--- config.mk ---
export PLATFORM = sky130hd
export DESIGN_NAME = pefu_top
export DESIGN_NICKNAME = d
export VERILOG_FILES = /design/src/design/pefu_sync.v /design/src/design/pefu_event_bit.v /design/src/design/pefu_top.v
export VERILOG_INCLUDE_DIRS = /design/src /design/src/design
export SDC_FILE = /design/constraint.sdc
export NUM_CORES = 1
export LEC_CHECK = 0
export ABC_AREA = 1
export BUFFER_PORTS_ARGS = -buffer_cell sky130_fd_sc_hd__buf_2
export CORE_MARGIN = 2
export CORE_UTILIZATION = 55
export DETAILED_ROUTE_END_ITERATION = 8
export GPL_TIMING_DRIVEN = 0
export PLACE_DENSITY = 0.86
export SLEW_MARGIN = 20
export SYNTH_ARGS = -nofsm -noshare
export SYNTH_HDL_FRONTEND = slang
export SYNTH_SLANG_ARGS = --single-unit
export TNS_END_PERCENT = 1
--- constraint.sdc ---
create_clock -name clk_sys -period 4.7 [get_ports clk_sys]
set_input_delay 0.47 -clock clk_sys [delete_from_list [all_inputs] [get_ports clk_sys]]
set_output_delay 0.47 -clock clk_sys [all_outputs]
set_load 0.01 [all_outputs]
--- src/design/pefu_defines.vh ---
// Register offsets, bit positions and reset values of the event flag unit.
// Assumes an 8-bit register port driven by the serial control interface.
// Behaviour
// - Die-temperature flags (bits 5..2) set on threshold crossing either way.
// - Flag group 0 bit 1 sets on a supply low-voltage event.
// - Flag group 0 bit 0 sets on the turn-on event.
// - Flags clear only by writing 1 or by reset; writing 0 leaves them unchanged.
// - Each flag register has a mask register, same positions, 1 masks.
// - Unmasked flags drive the interrupt pin; masked flags never do.
// - Mask group 0 bits 5..2 temperature, bit 1 low-voltage, bit 0 power-on.
// - Sense register at 0x07 shows present conditions without latching.
// - Sense bit 7 shows the fuse-programming supply pin level.
// - Sense bits 5..2 read 1 while die temperature is above threshold.
// - Sense bit 1 reads 1 while the supply input is below 2.7 V.
// - Sense bit 0 follows the enable pin level.
// - Sense bits reset to 0; once synchronised they show the monitored condition.
// - Sense register bit 6 always reads 0.
// - Flag group 1 bits 4, 3, 1, 0 latch regulator overcurrent events.
// - Mask group 1 has mask bits at 4, 3, 1, 0; 1 masks.
`ifndef PEFU_DEFINES_VH
`define PEFU_DEFINES_VH

`define PEFU_ADDR_SENSE0   8'h07
`define PEFU_ADDR_FLAGS0   8'h05
`define PEFU_ADDR_MASK0    8'h06
`define PEFU_ADDR_FLAGS1   8'h08
`define PEFU_ADDR_MASK1    8'h09

`define PEFU_G0_IMPL       8'h3f
`define PEFU_G1_IMPL       8'h1b
`define PEFU_MASK0_RST     8'h3f
`define PEFU_MASK1_RST     8'h1b
`define PEFU_FLAGS_RST     8'h00

`define PEFU_BIT_FUSE      7
`define PEFU_BIT_TEMP_HI   5
`define PEFU_BIT_TEMP_LO   2
`define PEFU_BIT_UNDERV    1
`define PEFU_BIT_ENABLE    0

`endif

--- src/design/pefu_sync.v ---
// Three-stage input synchroniser with agreement filter.
// Assumes the input comes from a pin outside the clk_sys domain.
`timescale 1ns/100ps
`include "pefu_defines.vh"
module pefu_sync (
	clk_sys,
	rst,
	async_in,
	level_out,
	valid_out
);
	input  wire       clk_sys;
	input  wire       rst;
	input  wire       async_in;
	output reg        level_out;
	output reg        valid_out;

	reg        s1_r;
	reg        s2_r;
	reg        s3_r;
	reg  [2:0] fill_r;

	// Level updates only when the second and third stages agree
	// Fill chain keeps reset zeros in the stages from passing as a level
	always @(posedge clk_sys or posedge rst) begin
		if (rst) begin
			s1_r      <= 1'b0;
			s2_r      <= 1'b0;
			s3_r      <= 1'b0;
			fill_r    <= 3'b000;
			level_out <= 1'b0;
			valid_out <= 1'b0;
		end else begin
			s1_r   <= async_in;
			s2_r   <= s1_r;
			s3_r   <= s2_r;
			fill_r <= {fill_r[1:0], 1'b1};
			if (fill_r[2] && (s2_r == s3_r)) begin
				level_out <= s3_r;
				valid_out <= 1'b1;
			end
		end
	end
endmodule

--- src/design/pefu_event_bit.v ---
// One latched event flag with write-1-to-clear and set priority.
// Assumes set_evt and clr_wr come from logic on clk_sys.
`timescale 1ns/100ps
`include "pefu_defines.vh"
module pefu_event_bit (
	clk_sys,
	rst,
	set_evt,
	clr_wr,
	flag_r
);
	input  wire       clk_sys;
	input  wire       rst;
	input  wire       set_evt;
	input  wire       clr_wr;
	output reg        flag_r;

	always @(posedge clk_sys or posedge rst) begin
		if (rst) begin
			flag_r <= 1'b0;
		end else if (set_evt) begin
			flag_r <= 1'b1;
		end else if (clr_wr) begin
			flag_r <= 1'b0;
		end
	end
endmodule

--- src/design/pefu_top.v ---
// Event flag, mask and sense logic of the power-management control port.
// Assumes an 8-bit register port from the serial control interface on
// clk_sys; condition inputs are asynchronous levels from analog monitors.
`timescale 1ns/100ps
`include "pefu_defines.vh"
module pefu_top (
	clk_sys,
	rst,
	reg_addr,
	reg_wr,
	reg_rd,
	reg_wdata,
	reg_rdata,
	temp_above_thr,
	input_undervolt,
	enable_pin,
	fuse_program_supply_pin,
	turn_on_evt,
	buck_overcurrent,
	irq_out_n
);
	input  wire       clk_sys;
	input  wire       rst;
	input  wire [7:0] reg_addr;
	input  wire       reg_wr;
	input  wire       reg_rd;
	input  wire [7:0] reg_wdata;
	output reg  [7:0] reg_rdata;
	input  wire [3:0] temp_above_thr;
	input  wire       input_undervolt;
	input  wire       enable_pin;
	input  wire       fuse_program_supply_pin;
	input  wire       turn_on_evt;
	input  wire [2:0] buck_overcurrent;
	output reg        irq_out_n;

	// Synchronised live conditions: [0] enable, [1] undervolt,
	// [5:2] temperature, [6] fuse supply, [7] turn-on,
	// [8] buck1, [9] buck2, [10] buck3
	wire [10:0] raw_in;
	wire [10:0] live;
	wire [10:0] live_ok;
	reg  [10:0] live_d_r;
	reg  [10:0] seen_r;

	assign raw_in = {buck_overcurrent, turn_on_evt,
		fuse_program_supply_pin, temp_above_thr,
		input_undervolt, enable_pin};

	genvar gi;
	generate
		for (gi = 0; gi < 11; gi = gi + 1) begin : g_sync
			pefu_sync u_pefu_sync (
				.clk_sys   (clk_sys),
				.rst       (rst),
				.async_in  (raw_in[gi]),
				.level_out (live[gi]),
				.valid_out (live_ok[gi])
			);
		end
	endgenerate

	// Edge history primed once each input has settled after reset
	always @(posedge clk_sys or posedge rst) begin
		if (rst) begin
			live_d_r <= 11'h000;
			seen_r   <= 11'h000;
		end else begin
			live_d_r <= live;
			seen_r   <= live_ok;
		end
	end

	wire [10:0] rise;
	wire [10:0] chg;
	assign rise = live & ~live_d_r & seen_r;
	assign chg  = (live ^ live_d_r) & seen_r;

	wire [7:0] set0;
	wire [7:0] set1;
	assign set0 = {2'b00, chg[5:2], rise[1], rise[7]};
	// Flag group 1: buck3 bit 4, buck2 bit 3, buck1 bits 1 and 0
	assign set1 = {3'b000, live[10], live[9], 1'b0,
		live[8], live[8]} & `PEFU_G1_IMPL;

	wire wr_flags0;
	wire wr_flags1;
	wire wr_mask0;
	wire wr_mask1;
	assign wr_flags0 = reg_wr && (reg_addr == `PEFU_ADDR_FLAGS0);
	assign wr_flags1 = reg_wr && (reg_addr == `PEFU_ADDR_FLAGS1);
	assign wr_mask0  = reg_wr && (reg_addr == `PEFU_ADDR_MASK0);
	assign wr_mask1  = reg_wr && (reg_addr == `PEFU_ADDR_MASK1);

	wire [7:0] clr0;
	wire [7:0] clr1;
	assign clr0 = wr_flags0 ? reg_wdata : 8'h00;
	assign clr1 = wr_flags1 ? reg_wdata : 8'h00;

	wire [15:0] flags;
	wire [15:0] sets;
	wire [15:0] clrs;
	assign sets = {set1, set0};
	assign clrs = {clr1, clr0};

	genvar fi;
	generate
		for (fi = 0; fi < 16; fi = fi + 1) begin : g_flag
			pefu_event_bit u_pefu_event_bit (
				.clk_sys (clk_sys),
				.rst     (rst),
				.set_evt (sets[fi]),
				.clr_wr  (clrs[fi]),
				.flag_r  (flags[fi])
			);
		end
	endgenerate

	wire [7:0] flags0;
	wire [7:0] flags1;
	assign flags0 = flags[7:0] & `PEFU_G0_IMPL;
	assign flags1 = flags[15:8] & `PEFU_G1_IMPL;

	reg  [7:0] mask0_r;
	reg  [7:0] mask1_r;

	always @(posedge clk_sys or posedge rst) begin
		if (rst) begin
			mask0_r <= `PEFU_MASK0_RST;
			mask1_r <= `PEFU_MASK1_RST;
		end else begin
			if (wr_mask0)
				mask0_r <= reg_wdata & `PEFU_G0_IMPL;
			if (wr_mask1)
				mask1_r <= reg_wdata & `PEFU_G1_IMPL;
		end
	end

	// Live sense view, unlatched
	wire [7:0] sense0;
	assign sense0 = {live[6], 1'b0, live[5:2], live[1], live[0]};

	wire irq_any;
	assign irq_any = |(flags0 & ~mask0_r) | |(flags1 & ~mask1_r);

	always @(posedge clk_sys or posedge rst) begin
		if (rst) begin
			irq_out_n <= 1'b1;
		end else begin
			irq_out_n <= ~irq_any;
		end
	end

	reg  [7:0] rdata_nxt;
	always @* begin
		rdata_nxt = 8'h00;
		case (reg_addr)
			`PEFU_ADDR_SENSE0: rdata_nxt = sense0;
			`PEFU_ADDR_FLAGS0: rdata_nxt = flags0;
			`PEFU_ADDR_MASK0:  rdata_nxt = mask0_r;
			`PEFU_ADDR_FLAGS1: rdata_nxt = flags1;
			`PEFU_ADDR_MASK1:  rdata_nxt = mask1_r;
			default:           rdata_nxt = 8'h00;
		endcase
	end

	always @(posedge clk_sys or posedge rst) begin
		if (rst) begin
			reg_rdata <= 8'h00;
		end else if (reg_rd) begin
			reg_rdata <= rdata_nxt;
		end
	end
endmodule

==> impl_metrics.csv <==
group,metric,value,unit
pwr,cellPowerDensity,385,nW/µm²
worst_setup_path,cp-startpoint,"irq_out_n$_DFF_PP1_",
floorplan,core-area,6310,µm²
global_routing,grt_pass1_vias,2334,
yosys,synth_mux_area_share,1.68,%
timing,fin_tns_setup,0,ns
clock_tree,clock_latency,0.35,ns
floorplan,die-area,7180,µm²
yosys,seq_area_frac_synth,65.3,%
drt,via_count,2315,
clock_tree,cts_setup_buffers,0,
clock_tree,postCtsResizedCells,0,
pwr,power.internal,0.00121,W
final_layout,finalCoreUtilization,65.1,%
global_routing,grt_pass1_wl,10.9,mm
pwr,power_frac_seq,56.2,%
place,gp_congestion,0.874,
final_layout,final_common_cell,"dfrtp_1",
pwr,p_leak,2.04,nW
yosys,synthXorXnorAreaFrac,1.47,%
yosys,synth_top_cell_by_area,"dfrtp_1",
worst_setup_path,worstPathCellList,"buf_2",
yosys,async_flop_share,100,%
yosys,yosys_warnings,0,
timing,worst_slack,3.24,ns
drt,dr.pass1.iters,5,
timing,finClkSkew,0.00457,ns
clock_tree,numClockSinks,93,
timing,finalCritPeriodShare,31.1,%
yosys,ys_seq_elements,93,
yosys,synth_edf_count,0,
floorplan,die_w,84.7,µm
pwr,share_comb_of_total_power,7.4,%
global_routing,grt_max_degree,60,
yosys,avgSynthCellArea,10.9,µm²
floorplan,start_util,56.8,%
floorplan,io_pins,40,
drt,ant_nets,0,
pwr,power_frac_clock,36.4,%
timing,setup_viol,0,
yosys,syn-num-nets,360,
clock_tree,cts-buffers-inserted,9,
worst_setup_path,cpPeakStageDelay,0.53,ns
yosys,ys.flop_type,"dfrtp_1",
clock_tree,hold_buffers,0,
worst_setup_path,cp-start-kind,"register",
yosys,synth_top_family_by_area,"simple AND/OR/NAND/NOR gates",
worst_setup_path,crit_required,4.23,ns
timing,fin_crit,1.46,ns
pwr,ir_drop,261,µV
pwr,swShare,23.9,%
min_path,hp-class,"in -> async",
final_layout,fillCellCount,514,
yosys,syn-cell-area,3580,µm²
worst_setup_path,endpoint_kind,"output pin",
clock_tree,tritoncts,"done",
final_layout,final_cell_mix,"dfrtp_1, nand2_1, inv_1",
worst_setup_path,critPathMaxFanout,1,
drt,drt-initial-drc-count,183,
yosys,synth_compound_area_share,7.29,%
final_layout,fin_nets,408,
floorplan,rows,29,
yosys,synth_fa_ha_area_share,0,%
pwr,p_switching,0.000378,W
global_routing,antenna_found_initial,0,
clock_tree,cts_max_path_buffers,2,
worst_setup_path,crit_family,"flip-flops",
worst_setup_path,crit_type,"reg -> out",
worst_setup_path,reg2reg_from,"g_sync[0].u_pefu_sync.fill_r[2]$_DFF_PP0_",
timing,rsz0062_at_grt,"no",
final_layout,drive_gt1_share,25.9,%
place,place_ws,3.20,ns
clock_tree,htreeDepth,3,
yosys,synth.distinct_cells,33,
worst_setup_path,path_buf_inv,1,
timing,report.final.slew_viol_count,0,
clock_tree,cts.root.buffer_cell,"clkbuf_8",
yosys,syn_inst,329,
yosys,yosys.area_share.simple,17.7,%
floorplan,fp.dieH,84.7,µm
drt,drt-total-wl,6.23,mm
status,status,"complete, no violations",
drt,wl_per_cell,13.6,µm
final_layout,n_antenna_cell,0,
place,dpl.hpwl,4.36,mm
worst_setup_path,crit_slowest_cell,"dfstp_2",
final_layout,area.growth.synth_to_final,14.7,%
timing,hold_violations,0,
drt,viasPerCell,5.04,
worst_setup_path,crit_arrival,0.99,ns
place,io_buffers,36,
global_routing,grt_usage,19.8,%
timing,fmax,684,MHz
yosys,ys_top_cells_by_area,"dfrtp_1, dfstp_2, nand2_1",
drt,drc,0,
yosys,synth_top_area_share,57.2,%
flow_run,drv_cap,0,
clock_tree,clk_pin_slew,0.09,ns
global_routing,grt.overflow.total,0,
==> metrics by stage <==
| step | total power, W | cells | area (µm²) | hold slack, ns |
|---|---|---|---|---|
| after detailed placement | 0.00102 | 443 | 3890 | 0.336 |
| after global routing | 0.00166 | 459 | 4110 | 0.141 |
| final | 0.00158 | 459 | 4110 | 0.126 |
| after floorplan | 0.000975 | 329 | 3580 | 0.331 |
| after global placement | 0.00101 | 442 | 3860 | 0.331 |
| after CTS | 0.00160 | 459 | 4110 | 0.125 |
==> flip-flops by register name (all words and copies together) (netlist names) <==
| signal | cells |
|---|---|
| g_sync.u_pefu_sync.s1_r | 11 |
| reg_rdata | 7 |
| g_sync.u_pefu_sync.s2_r | 11 |
| g_sync.u_pefu_sync.fill_r | 3 |
| g_flag.u_pefu_event_bit.flag_r | 10 |
| irq_out_n | 1 |
| mask1_r | 4 |
| live_d_r | 6 |
| g_sync.u_pefu_sync.s3_r | 11 |
| mask0_r | 6 |
| g_sync.u_pefu_sync.level_out | 11 |
| seen_r | 6 |
| g_sync.u_pefu_sync.valid_out | 6 |
==> synth_stat cells, types with 2 or more instances <==
library cell and count:
inv_2 4, dfstp_2 11, or2_2 4, nand2_4 3
nor2_2 4, buf_4 3, buf_6 2, o21ai_2 5
o21bai_1 2, o22ai_1 3, nand3b_1 2, nand3_1 32
nand3_2 2, nor3_1 7, nor2_1 10, nand2_1 57
a21oi_1 7, xnor2_1 6, dfrtp_1 82, o211ai_1 5
inv_1 42, conb_1 2, nor2_8 2, mux2i_1 6
o21ai_1 9, o21ai_0 9, nand2_2 2
==> cell families (layout without fill, tap and decap cells) <==
kind of cell	count (synthesis)	after routing
compound gates	42	42
xor+xnor	6	6
buf+inv	53	106
flops	93	93
mux	6	6
other cells	2	2
simple gates	127	127
==> area by class of cell <==
| type | count | area (µm²) | area share (%) |
|---|---|---|---|
| plain buffers | 7 | 53.8 | 1.31 |
| clock inverters | 6 | 92.6 | 2.25 |
| inverters | 46 | 175 | 4.26 |
| well taps | 77 | 96.3 | 2.34 |
| clock buffers | 10 | 128 | 3.10 |
| repair buffers | 37 | 208 | 5.05 |
| multi-input cells | 183 | 1020 | 24.7 |
| flip-flops and latches | 93 | 2340 | 56.9 |
==> power groups by stage <==
stage          clock (W)  sequential (W)  combinational, W
3_5_place_dp           0        0.000904          0.000119
4_1_cts         0.000589        0.000889          0.000120
5_1_grt         0.000624        0.000897          0.000135
2_1_floorplan          0        0.000892         0.0000824
3_3_place_gp           0        0.000900          0.000110
6_report        0.000576        0.000889          0.000118
==> layer usage <==
layer,share of wire (%),wire length (µm),GRT usage [%]
met5,0,0,0
met4,2.3,145,9.67
met3,5.1,315,4.62
met2,49,3040,31.7
met1,44,2730,25.8
==> worst paths after layout <==
check                                                              endpoint  slack [ns]  cells past startpoint
worst max-delay path                                              irq_out_n        3.24                      1
worst min-delay path                   g_sync[4].u_pefu_sync.s2_r$_DFF_PP0_        0.13                      2
worst max register to register  g_sync[0].u_pefu_sync.level_out$_DFFE_PP0P_        3.58                      4
worst min register to register         g_sync[7].u_pefu_sync.s2_r$_DFF_PP0_        0.35                      0
max in group asynchronous                            mask1_r[4]$_DFFE_PP1P_        3.90                      3
min in group clk_sys                   g_sync[6].u_pefu_sync.s1_r$_DFF_PP0_        0.22                      1
Power figures use the tool's default switching activity.
